<file path="src/logic/wfs_pkg.sv">
package wfs_pkg;
    // Register byte offsets
    localparam logic [7:0] REG_CTRL = 8'h00;
    localparam logic [7:0] REG_OLOOP = 8'h04;
    localparam logic [7:0] REG_DYN = 8'h08;
    localparam logic [7:0] REG_STAT = 8'h0C;
    localparam logic [7:0] REG_TBL = 8'h10;
    // Control field positions
    localparam int C_RUN = 0;
    localparam int C_STOP = 1;
    localparam int C_SCEN = 2;
    localparam int C_ARMED = 3;
    localparam int C_TMODE = 4;
    localparam int C_OADV = 6;
    localparam int C_DYN = 8;
    localparam int C_STRIG = 9;
    localparam int C_SEVT = 10;
    localparam int C_NELEM = 12;
    // Table entry field positions
    localparam int T_LOOPS = 16;
    localparam int T_ADV = 24;
    // Sizes
    localparam int NE = 4;
    localparam int EW = 2;
    localparam int DAC_W = 14;
    // Mid-scale code: signed zero
    localparam logic [DAC_W-1:0] OFFSET_CODE = 14'h2000;
    // Least select-to-output latency in sync cycles
    localparam logic [8:0] DYN_DLY = 9'h100;
    localparam logic [15:0] ONE16 = 16'h0001;
    localparam logic [7:0] ONE8 = 8'h01;

    typedef enum logic [1:0] {
        ADV_AUTO = 2'h0,
        ADV_COND = 2'h1,
        ADV_REP = 2'h2,
        ADV_SNGL = 2'h3
    } wfs_adv_e;

    typedef enum logic [1:0] {
        TM_CONT = 2'h0,
        TM_TRIG = 2'h1,
        TM_GATE = 2'h2
    } wfs_tmode_e;

    typedef enum logic [1:0] {
        OUT_OFFSET = 2'h0,
        OUT_PLAY = 2'h1,
        OUT_HOLD = 2'h2
    } wfs_kind_e;

    // Gray coded along program, wait, play, advance, hold
    typedef enum logic [2:0] {
        ST_PROG = 3'h0,
        ST_WAIT = 3'h1,
        ST_PLAY = 3'h3,
        ST_ADV = 3'h2,
        ST_HOLD = 3'h6
    } wfs_state_e;

    typedef struct packed {
        logic [7:0] paddr;
        logic psel;
        logic penable;
        logic pwrite;
        logic [31:0] pwdata;
    } wfs_apb_req_s;

    typedef struct packed {
        logic [31:0] prdata;
        logic pready;
        logic pslverr;
    } wfs_apb_rsp_s;

    typedef struct packed {
        wfs_adv_e adv;
        logic [7:0] loops;
        logic [15:0] len;
    } wfs_ent_s;

    typedef struct packed {
        wfs_kind_e kind;
        logic [EW-1:0] elem;
        logic [15:0] pos;
        logic [DAC_W-1:0] code;
    } wfs_play_s;
endpackage

</file>
<file path="src/logic/wfs_seq_ctrl.sv">
// Decided for this implementation: the register addresses and the APB slave port.
`timescale 1ns/1ps
module wfs_seq_ctrl (
    input wire logic i_clk,
    input wire logic i_rst_b,
    input wire wfs_pkg::wfs_apb_req_s i_apb,
    output wfs_pkg::wfs_apb_rsp_s o_apb,
    input wire logic i_trig,
    input wire logic i_gate,
    input wire logic i_enable,
    input wire logic i_event,
    input wire logic i_dyn_load,
    input wire logic [wfs_pkg::EW-1:0] i_dyn_sel,
    output wfs_pkg::wfs_play_s o_play
);
    // Whole module state
    typedef struct packed {
        wfs_pkg::wfs_state_e st;
        wfs_pkg::wfs_ent_s [wfs_pkg::NE-1:0] tbl;
        logic armed;
        logic scen;
        wfs_pkg::wfs_tmode_e tmode;
        wfs_pkg::wfs_adv_e oadv;
        logic dyn;
        logic [wfs_pkg::EW-1:0] nelem;
        logic [15:0] oloops;
        logic [wfs_pkg::EW-1:0] elem;
        logic [15:0] pos;
        logic [7:0] eloop;
        logic [15:0] ocnt;
        logic ev;
        logic en_ok;
        logic tail;
        logic adv_out;
        logic trig_d;
        logic gate_d;
        logic evt_d;
        logic [wfs_pkg::EW-1:0] sel;
        logic sel_pend;
        logic [8:0] sel_cnt;
        logic [wfs_pkg::EW-1:0] sel_act;
        logic [31:0] prdata;
        wfs_pkg::wfs_play_s out;
    } wfs_st_s;

    wfs_st_s state_ff;
    wfs_st_s nxt_state;
    logic rst_meta_ff; // First reset stage, read only by second
    logic rst_b_ff; // Released reset used everywhere

    // Reset release through two flops
    always_ff @(posedge i_clk or negedge i_rst_b) begin
        if (!i_rst_b) begin
            rst_meta_ff <= 1'b0;
            rst_b_ff <= 1'b0;
        end else begin
            rst_meta_ff <= 1'b1;
            rst_b_ff <= rst_meta_ff;
        end
    end

    // Bus decode; zero wait states
    logic wr_en;
    logic rd_setup;
    logic tbl_hit;
    logic map_hit;
    localparam int EWI = wfs_pkg::EW;
    localparam logic [7:0] ONE8_L = wfs_pkg::ONE8;
    localparam logic [15:0] ONE16_L = wfs_pkg::ONE16;
    localparam logic [EWI-1:0] EONE = 2'h1;
    logic [EWI-1:0] tbl_idx;
    assign wr_en = i_apb.psel & i_apb.penable & i_apb.pwrite;
    assign rd_setup = i_apb.psel & ~i_apb.penable;
    // Index widened so a full table of four still compares correctly
    assign tbl_hit = (i_apb.paddr[7:4] == wfs_pkg::REG_TBL[7:4])
        && ({1'b0, i_apb.paddr[3:2]} < 3'(wfs_pkg::NE));
    assign tbl_idx = i_apb.paddr[3:2];
    assign map_hit = tbl_hit || (i_apb.paddr == wfs_pkg::REG_CTRL) || (i_apb.paddr == wfs_pkg::REG_OLOOP)
        || (i_apb.paddr == wfs_pkg::REG_DYN) || (i_apb.paddr == wfs_pkg::REG_STAT);
    assign o_apb.pready = 1'b1;
    // Unmapped addresses answer with an error
    assign o_apb.pslverr = i_apb.psel & i_apb.penable & ~map_hit;
    assign o_apb.prdata = state_ff.prdata;
    assign o_play = state_ff.out;

    // Next-state logic
    always_comb begin
        wfs_st_s s;
        wfs_pkg::wfs_ent_s e;
        logic trig_r;
        logic gate_r;
        logic gate_f;
        logic evt_r;
        logic run;
        logic stop;
        logic consume;
        logic last_loop;
        logic last_elem;
        logic at_end;
        logic seq_end;
        logic restart;
        logic go_next;
        logic start_ok;
        s = state_ff;
        trig_r = 1'b0;
        evt_r = 1'b0;
        run = 1'b0;
        stop = 1'b0;
        consume = 1'b0;
        seq_end = 1'b0;
        restart = 1'b0;
        go_next = 1'b0;
        e = state_ff.tbl[state_ff.elem];
        gate_r = i_gate & ~state_ff.gate_d;
        gate_f = ~i_gate & state_ff.gate_d;
        last_loop = (state_ff.eloop + ONE8_L) >= e.loops;
        last_elem = state_ff.elem >= state_ff.nelem;
        at_end = (state_ff.pos + ONE16_L) >= e.len;
        // Armed start needs enable once; later changes ignored
        start_ok = ~state_ff.armed | state_ff.en_ok | i_enable;
        // Software trigger and event are ored with the pins
        if (wr_en && i_apb.paddr == wfs_pkg::REG_CTRL) begin
            trig_r = i_apb.pwdata[wfs_pkg::C_STRIG];
            evt_r = i_apb.pwdata[wfs_pkg::C_SEVT];
            run = i_apb.pwdata[wfs_pkg::C_RUN];
            stop = i_apb.pwdata[wfs_pkg::C_STOP];
        end
        trig_r = trig_r | (i_trig & ~state_ff.trig_d);
        evt_r = evt_r | (i_event & ~state_ff.evt_d);
        s.trig_d = i_trig;
        s.gate_d = i_gate;
        s.evt_d = i_event;

        // Register writes; configuration only while programming
        if (wr_en && state_ff.st == wfs_pkg::ST_PROG) begin
            if (i_apb.paddr == wfs_pkg::REG_CTRL) begin
                s.scen = i_apb.pwdata[wfs_pkg::C_SCEN];
                s.armed = i_apb.pwdata[wfs_pkg::C_ARMED];
                s.tmode = wfs_pkg::wfs_tmode_e'(i_apb.pwdata[wfs_pkg::C_TMODE +: 2]);
                s.oadv = wfs_pkg::wfs_adv_e'(i_apb.pwdata[wfs_pkg::C_OADV +: 2]);
                s.dyn = i_apb.pwdata[wfs_pkg::C_DYN];
                s.nelem = i_apb.pwdata[wfs_pkg::C_NELEM +: EWI];
            end
            if (i_apb.paddr == wfs_pkg::REG_OLOOP) begin
                s.oloops = i_apb.pwdata[15:0];
            end
            if (tbl_hit) begin
                s.tbl[tbl_idx] = wfs_pkg::wfs_ent_s'(i_apb.pwdata[25:0]);
            end
        end
        // Dynamic selection from software or the port
        if (wr_en && i_apb.paddr == wfs_pkg::REG_DYN) begin
            s.sel = i_apb.pwdata[EWI-1:0];
            s.sel_pend = 1'b1;
            s.sel_cnt = wfs_pkg::DYN_DLY;
        end else if (i_dyn_load) begin
            s.sel = i_dyn_sel;
            s.sel_pend = 1'b1;
            s.sel_cnt = wfs_pkg::DYN_DLY;
        end else if (state_ff.sel_pend) begin
            // Delay keeps the switch at least the minimum latency away
            if (state_ff.sel_cnt == 9'h000) begin
                s.sel_act = state_ff.sel;
                s.sel_pend = 1'b0;
            end else begin
                s.sel_cnt = state_ff.sel_cnt - 9'h001;
            end
        end

        // Playback sequencing
        case (state_ff.st)
            wfs_pkg::ST_PROG: begin
                if (run) begin
                    s.en_ok = 1'b0;
                    s.tail = 1'b0;
                    s.ocnt = 16'h0000;
                    s.st = wfs_pkg::ST_WAIT;
                    if (state_ff.tmode == wfs_pkg::TM_CONT) begin
                        restart = 1'b1;
                    end
                end
            end
            wfs_pkg::ST_WAIT, wfs_pkg::ST_HOLD: begin
                // Trigger or gate rise starts or restarts
                if (((state_ff.tmode == wfs_pkg::TM_TRIG && trig_r)
                    || (state_ff.tmode == wfs_pkg::TM_GATE && gate_r)) && start_ok) begin
                    s.en_ok = 1'b1;
                    s.tail = 1'b0;
                    s.ocnt = 16'h0000;
                    restart = 1'b1;
                end
            end
            wfs_pkg::ST_ADV: begin
                // Waiting for an advancement event
                if (state_ff.ev) begin
                    if (state_ff.adv_out) begin
                        consume = 1'b1;
                        if (state_ff.oadv == wfs_pkg::ADV_REP) begin
                            s.st = wfs_pkg::ST_HOLD;
                        end else begin
                            restart = 1'b1;
                        end
                    end else begin
                        // Element end is re-evaluated with the event
                        s.st = wfs_pkg::ST_PLAY;
                    end
                end
            end
            wfs_pkg::ST_PLAY: begin
                if (state_ff.armed && state_ff.tmode == wfs_pkg::TM_CONT && i_enable) begin
                    s.en_ok = 1'b1;
                end
                if (!at_end) begin
                    s.pos = state_ff.pos + ONE16_L;
                end else begin
                    s.pos = 16'h0000;
                    if (state_ff.dyn) begin
                        // Dynamic items run their own loops only
                        if (last_loop) begin
                            seq_end = 1'b1;
                        end else begin
                            s.eloop = state_ff.eloop + ONE8_L;
                        end
                    end else if (state_ff.armed && state_ff.tmode == wfs_pkg::TM_CONT
                        && state_ff.elem == '0 && !state_ff.en_ok) begin
                        // First element held until enable
                        s.eloop = 8'h00;
                    end else begin
                        case (e.adv)
                            wfs_pkg::ADV_AUTO: begin
                                go_next = last_loop;
                            end
                            wfs_pkg::ADV_COND: begin
                                go_next = state_ff.ev;
                                consume = state_ff.ev;
                            end
                            wfs_pkg::ADV_REP: begin
                                go_next = last_loop & state_ff.ev;
                                consume = go_next;
                            end
                            default: begin
                                consume = state_ff.ev;
                                go_next = last_loop & state_ff.ev;
                            end
                        endcase
                        // Hold the last sample while an event is owed
                        if ((e.adv == wfs_pkg::ADV_SNGL || (e.adv == wfs_pkg::ADV_REP && last_loop))
                            && !state_ff.ev) begin
                            s.st = wfs_pkg::ST_ADV;
                            s.adv_out = 1'b0;
                            s.pos = state_ff.pos;
                        end else if (go_next) begin
                            s.eloop = 8'h00;
                            if (last_elem) begin
                                seq_end = 1'b1;
                            end else begin
                                s.elem = state_ff.elem + EONE;
                            end
                        end else if (e.adv != wfs_pkg::ADV_COND) begin
                            s.eloop = state_ff.eloop + ONE8_L;
                        end
                    end
                end
                // Outer level: whole sequence, or the dynamic item in dynamic mode
                if (seq_end) begin
                    s.ocnt = state_ff.ocnt + ONE16_L;
                    if (state_ff.tmode == wfs_pkg::TM_CONT) begin
                        restart = 1'b1;
                    end else if (state_ff.tmode == wfs_pkg::TM_GATE) begin
                        // Pass cut by the fall does not count
                        if (state_ff.tail && s.ocnt > state_ff.oloops) begin
                            s.st = wfs_pkg::ST_HOLD;
                            s.pos = state_ff.pos;
                        end else begin
                            restart = 1'b1;
                        end
                    end else if (state_ff.dyn) begin
                        s.st = wfs_pkg::ST_HOLD;
                        s.pos = state_ff.pos;
                    end else begin
                        case (state_ff.oadv)
                            wfs_pkg::ADV_AUTO: begin
                                restart = s.ocnt < state_ff.oloops;
                                s.st = restart ? wfs_pkg::ST_PLAY : wfs_pkg::ST_HOLD;
                            end
                            wfs_pkg::ADV_REP: begin
                                restart = s.ocnt < state_ff.oloops;
                                s.st = restart ? wfs_pkg::ST_PLAY : wfs_pkg::ST_ADV;
                                s.adv_out = 1'b1;
                            end
                            wfs_pkg::ADV_SNGL: begin
                                s.st = (s.ocnt < state_ff.oloops) ? wfs_pkg::ST_ADV : wfs_pkg::ST_HOLD;
                                s.adv_out = 1'b1;
                            end
                            default: begin
                                restart = 1'b1;
                            end
                        endcase
                        if (!restart) begin
                            s.pos = state_ff.pos;
                        end
                    end
                end
                // Fall handled after the pass end, so both in one cycle count right
                if (gate_f && state_ff.tmode == wfs_pkg::TM_GATE && !state_ff.tail) begin
                    s.tail = 1'b1;
                    s.ocnt = seq_end ? ONE16_L : 16'h0000;
                end
            end
            default: begin
                s.st = wfs_pkg::ST_PROG;
            end
        endcase

        // Begin element 0, or the selected item in dynamic mode, from its first sample
        if (restart) begin
            s.st = wfs_pkg::ST_PLAY;
            s.pos = 16'h0000;
            s.eloop = 8'h00;
            s.elem = state_ff.dyn ? s.sel_act : '0;
        end
        // Stop aborts at once, whatever is playing
        if (stop) begin
            s.st = wfs_pkg::ST_PROG;
            s.pos = 16'h0000;
            s.elem = '0;
        end
        // Event latch; a new event wins over the consume
        s.ev = (state_ff.ev & ~consume) | evt_r;

        // Registered output view
        case (s.st)
            wfs_pkg::ST_PLAY: s.out.kind = wfs_pkg::OUT_PLAY;
            wfs_pkg::ST_ADV, wfs_pkg::ST_HOLD: s.out.kind = wfs_pkg::OUT_HOLD;
            default: s.out.kind = wfs_pkg::OUT_OFFSET;
        endcase
        s.out.elem = s.elem;
        s.out.pos = s.pos;
        s.out.code = wfs_pkg::OFFSET_CODE;

        // Read data captured in the setup phase
        if (rd_setup) begin
            s.prdata = 32'h0000_0000;
            case (i_apb.paddr)
                wfs_pkg::REG_CTRL: begin
                    s.prdata[wfs_pkg::C_SCEN] = state_ff.scen;
                    s.prdata[wfs_pkg::C_ARMED] = state_ff.armed;
                    s.prdata[wfs_pkg::C_TMODE +: 2] = state_ff.tmode;
                    s.prdata[wfs_pkg::C_OADV +: 2] = state_ff.oadv;
                    s.prdata[wfs_pkg::C_DYN] = state_ff.dyn;
                    s.prdata[wfs_pkg::C_NELEM +: EWI] = state_ff.nelem;
                end
                wfs_pkg::REG_OLOOP: s.prdata[15:0] = state_ff.oloops;
                wfs_pkg::REG_DYN: s.prdata[EWI-1:0] = state_ff.sel_act;
                wfs_pkg::REG_STAT: s.prdata = {state_ff.ocnt, 5'h00, state_ff.ev, state_ff.en_ok,
                    state_ff.elem, 4'h0, state_ff.st};
                default: begin
                    if (tbl_hit) begin
                        s.prdata[25:0] = state_ff.tbl[tbl_idx];
                    end
                end
            endcase
        end
        nxt_state = s;
    end

    // Reset gives programming mode with offset out
    always_ff @(posedge i_clk or negedge rst_b_ff) begin
        if (!rst_b_ff) begin
            state_ff <= '0;
            state_ff.out.code <= wfs_pkg::OFFSET_CODE;
        end else begin
            state_ff <= nxt_state;
        end
    end
endmodule

</file>
<file path="config.mk">
export PLATFORM = sky130hd
export DESIGN_NAME = wfs_seq_ctrl
export DESIGN_NICKNAME = d
export VERILOG_FILES = /design/src/logic/wfs_pkg.sv /design/src/logic/wfs_seq_ctrl.sv
export SDC_FILE = /design/constraint.sdc
export NUM_CORES = 1
export LEC_CHECK = 0
export BUFFER_PORTS_ARGS = -buffer_cell sky130_fd_sc_hd__buf_4
export CAP_MARGIN = 20
export CORE_MARGIN = 2
export CORE_UTILIZATION = 65
export CTS_CLUSTER_DIAMETER = 100
export CTS_CLUSTER_SIZE = 10
export DETAILED_ROUTE_END_ITERATION = 16
export PLACE_DENSITY_LB_ADDON = 0.08
export SETUP_SLACK_MARGIN = 0.02
export SLEW_MARGIN = 15
export SYNTH_ARGS = -nofsm -noshare
export SYNTH_HDL_FRONTEND = slang
export SYNTH_SLANG_ARGS = --single-unit
</file>
<file path="constraint.sdc">
create_clock -name i_clk -period 21.7 [get_ports i_clk]
set_clock_uncertainty 0.1 [all_clocks]
set_input_delay 0 -clock i_clk [delete_from_list [all_inputs] [get_ports i_clk]]
set_output_delay 0 -clock i_clk [all_outputs]
set_load 0.01 [all_outputs]
</file>
Word level (Yosys, flattened, before mapping) --
Index checks and enable logic that the tools add are counted.
Storage, ports and cells: bits in registers 231, input bits 52, output and inout port bits 68, word-level logic and storage cells 300
Cells by class: add/sub/neg operators 5, $lt $le $gt $ge 8, equal/unequal tests 34, muxes and demuxes 132, bitwise operators 23, reductions and logical operators 59
Operators by type and width (number):
- two-way mux 16 bit | 12
- two-way mux 26 bit | 6
- binary-select mux 26 bit (select 2 bit) | 2
- bitwise mux 104 bit | 1
- two-way mux 8 bit | 7
- two-way mux 18 bit | 3
- demux 26 bit (select 2 bit) | 1
- two-way mux 1 bit | 51
- two-way mux 3 bit | 17
- one-hot mux 16 bit (3 select lines) | 1
- adder 16 x 1 -> 16 bit, second input constant | 2
- one-hot mux 7 bit (4 select lines) | 1
- two-way mux 12 bit | 2
- two-way mux 2 bit | 11
- one-hot mux 10 bit (2 select lines) | 1
- one-hot mux 3 bit (3 select lines) | 2
- equality test 8 x 4 -> 1 bit, second input constant | 2
- greater-or-equal comparator 16 bit | 1
- > comparator 16 bit | 1
- logical AND 1 bit | 16
- less-than comparator 16 bit | 1
- AND reduction 4 bit | 4
- nonzero test 3 bit | 5
- equality test 3 x 2 -> 1 bit, second input constant | 4
- 47 further kinds | 107

Logic depth before layout (Yosys ltp) --
word-level depth 27, gate-level depth with buffers 18, gate-level depth less buffers 16

Worst setup path after synthesis --
OpenSTA, ideal clock, no wires.
path kind flip-flop to flip-flop, start point register, netlist name o_play[30], end point register state_ff (netlist bit o_play[24]), library setup time 0.095 ns, data arrival time 3.564 ns, data required time 21.505 ns, slack 17.941 ns, cell stages (with the launch flop) 15, path buffers 3, period minus slack after synthesis 3.759 ns, cell sequence dfrtp_1 buf_6 buf_1 mux4_2 inv_1 ha_1 a211oi_1 o21ai_0 a211oi_1 o21ai_0 or4b_1 buf_2 nor2_1 o21ai_0 o31ai_1
RTL lines:
- to (signal assigned) | line wfs_seq_ctrl.sv:373 | state_ff <= nxt_state;
- to (decl) | line wfs_seq_ctrl.sv:46 | wfs_st_s state_ff;

==> out/results.txt <==
cell taking the most area after synthesis - dfrtp_1
total track usage - 30.7%
Comb power frac - 16.5%
Net Sw Frac - 28.2%
antenna violations before repair - 0
CTS tree - done
Metal-1 WL - 13600 microns
Residual DRC - 0
Max Cap Violations - 0
cts bufs inserted - 27
worst path required time - 22070 ps
Placed Cells - 1423
Diodes inserted - 0
Hold EP - state_ff[80]
later-pin clock latency in the skew report - 550 ps
Fill cells - 1347
I/O pin count - 120
Worst path top cell family by delay - simple AND/OR/NAND/NOR gates
multi-input combinational cell area - 6350 sq um
Synth Flop Type - dfrtp_1
Sequential Area - 5790 sq um
Initial Util - 66.8%
Hold Vio Cnt, Final - 0
postcts setup bufs - 0
final period utilization - 20.3%
Via density - 6.30
hpwl dp - 21800 microns
syn_area_per_cell - 11.2 sq um
Clock Power Share - 36.9%
startpoint of the most critical hold path - i_event
CP most frequent cell - o21ai_0
cell with the most instances after synthesis - dfrtp_1
standard-cell rows - 51
Setup crit start kind - register
total negative slack - 0 ps
Clock Sinks - 231
met2 wire length - 14900 microns
largest fanout on the critical path - 30
first-pass GRT wire length - 51700 microns
Vias - 9411
Unique masters post-synth - 73
top sig layer - met4
vias in the first global route - 9323
CTS H-Tree Depth - 1
Synth area leaders - dfrtp_1 (44%), mux2_2 (10%), mux4_2 (8.3%)
wire length per cell - 21.4 microns
Final Setup Violations - 0
met3 wire len - 2640 microns
DIE AREA - 21300 sq um
Achievable Freq - 0.227 GHz
number of max-slew violations in the final report - 0
Pre-Repair DR Iteration Count - 6
Synth top cells by count - dfrtp_1 (231), mux2_2 (118), nand2_1 (92), o21ai_0 (75), buf_4 (69)
placed cell area - 13500 sq um
Synth Warn # - 0
FF-to-FF setup slack - 17290 ps
Max Root-Sink Buffers - 3
Flop pwr share - 46.6%
Leak - 0.00689 uW
post-CTS sizing - 0
Final GP Congestion - 0.907
Core ar. - 19600 sq um
min-delay worst type - in -> reg
layout cells sized above 1 - 26.9%
r2r endpoint - o_play[23]
CP Capture Type - register
Gate Count Post-Synth - 1164
clock root cell - clkbuf_16
global route overflow - 0
Slew headroom - 34.1%
initial DRC count - 933
Worst VDD drop - 0.0701 mV
number of routed nets with antenna violations - 0
overall die height - 146 microns
R2R cell count - 11
Synth Cell Area - 13100 sq um
count of flip-flops with a built-in enable after synthesis - 0
P per Cell Area - 73.0 nW/um^2
Async SR Flop Fraction - 100%
Hold WS - 12.0 ps
Int Power - 766 uW
Bufs and invs on worst path - 2
CP cell instances - buf_4 > mux4_2 > ha_1 > nor3b_1 > o21ai_0 > a211oi_1 > o21ai_0 > or4b_1 > inv_1 > nand2_1 > o21ai_1
Hold Path Stages - 2
register area share after synthesis - 44.2%
crit path max-delay cell type - or4b_1
Layout area overhead - 11.7%
post-route cell area - 14600 sq um
area share of the leading cell type in the synthesized netlist - 44.2%
Die Width - 146 microns
Setup CP Type - reg -> reg
largest net degree at the start of global routing - 68
Final min period - 4410 ps
Port Buffer Count - 98
outcome - finished clean
post-synthesis register bit count - 231
Worst Tran Pin Value - 988 ps
Critical Path Max Stage Delay - 740 ps
final core occ - 74.6%
unrepaired setup endpoints after global routing - false
Post-Route WL - 32000 microns
switching component of the power - 301 uW
nets@finish - 1325
Clock transition at path regs - 70 ps
final cell count without fillers - 1494
Worst EP arrival - 4780 ps
# hold bufs at CTS - 39
Worst R2R Start - o_play[30]
placed cells by master, fill, tap and decap left out, types with 14 or more instances in the layout:
| cell type | n |
|---|---|
| nor2_1 | 45 |
| buf_4 | 108 |
| dlygate4sd3_1 | 39 |
| a22o_1 | 24 |
| a21oi_1 | 35 |
| clkbuf_16 | 27 |
| a22oi_1 | 23 |
| nand2_1 | 92 |
| nand2b_1 | 14 |
| xnor2_1 | 24 |
| and3_1 | 15 |
| ha_1 | 47 |
| dfrtp_1 | 229 |
| xor2_1 | 18 |
| mux4_2 | 48 |
| mux2_2 | 118 |
| nand3_1 | 24 |
| o21ai_0 | 75 |
| inv_1 | 59 |
| conb_1 | 16 |
stage by stage:
| step | worst slack, ps | total power [uW] |
|---|---|---|
| 2_1_floorplan | 14690 | 625 |
| 3_3_place_gp | 17420 | 664 |
| 3_5_place_dp | 17300 | 671 |
| 4_1_cts | 17270 | 1070 |
| 5_1_grt | 16970 | 1120 |
| 6_report | 17290 | 1070 |
sequential cells by signal, indices dropped and copies added (netlist names):
register and cells:
rst_meta_ff 1, state_ff 177, rst_b_ff 1, o_apb 32, o_play 20
layer usage:
| layer | GRT usage (%) | up-vias |
|---|---|---|
| li1 | - | 4262 |
| met1 | 44.5 | 4667 |
| met2 | 47.9 | 414 |
| met3 | 6.02 | 68 |
| met4 | 8.58 | 0 |
| met5 | 0 | - |
how the worst max path moves through the flow:
stage,start,end,slack [ps],cells after the start
2_1_floorplan,rst_b_ff,o_apb[10],14690,0
3_3_place_gp,o_play[30],o_play[21],17420,12
3_5_place_dp,o_play[30],o_play[23],17300,11
4_1_cts,o_play[30],o_play[23],17270,11
5_1_grt,state_ff[87],o_play[31],16970,14
6_report,o_play[30],o_play[23],17290,11
final cells by class:
type                    instances  area share [%]
multi-input cells             758            43.4
flip-flops and latches        231            39.6
repair buffers                147            8.22
clock buffers                  30            4.70
well taps                     265            2.27
inverters                      61            1.58
clock inverters                 2           0.197
power by group through the flow:
| stage | clock network, uW | logic [uW] | registers, uW |
|---|---|---|---|
| after global routing | 416 | 197 | 503 |
| after CTS | 398 | 175 | 496 |
| after detailed placement | 0 | 168 | 503 |
| final | 394 | 176 | 497 |
| after global placement | 0 | 163 | 502 |
| after floorplan | 0 | 131 | 494 |
cell families (layout without fill, tap and decap cells):
family,count (synthesis),after routing,synth area share (%)
AND/OR/NAND/NOR,256,256,9.63
flip-flops,231,231,44.2
AO/OA/AOI/OAI,222,222,11.5
buffers and inverters,189,240,7.73
multiplexers,175,175,19.6
adder cells (fa/ha/maj),47,47,4.50
XOR/XNOR,42,42,2.81
other,2,16,0.0574
Power figures use the tool's default switching activity.
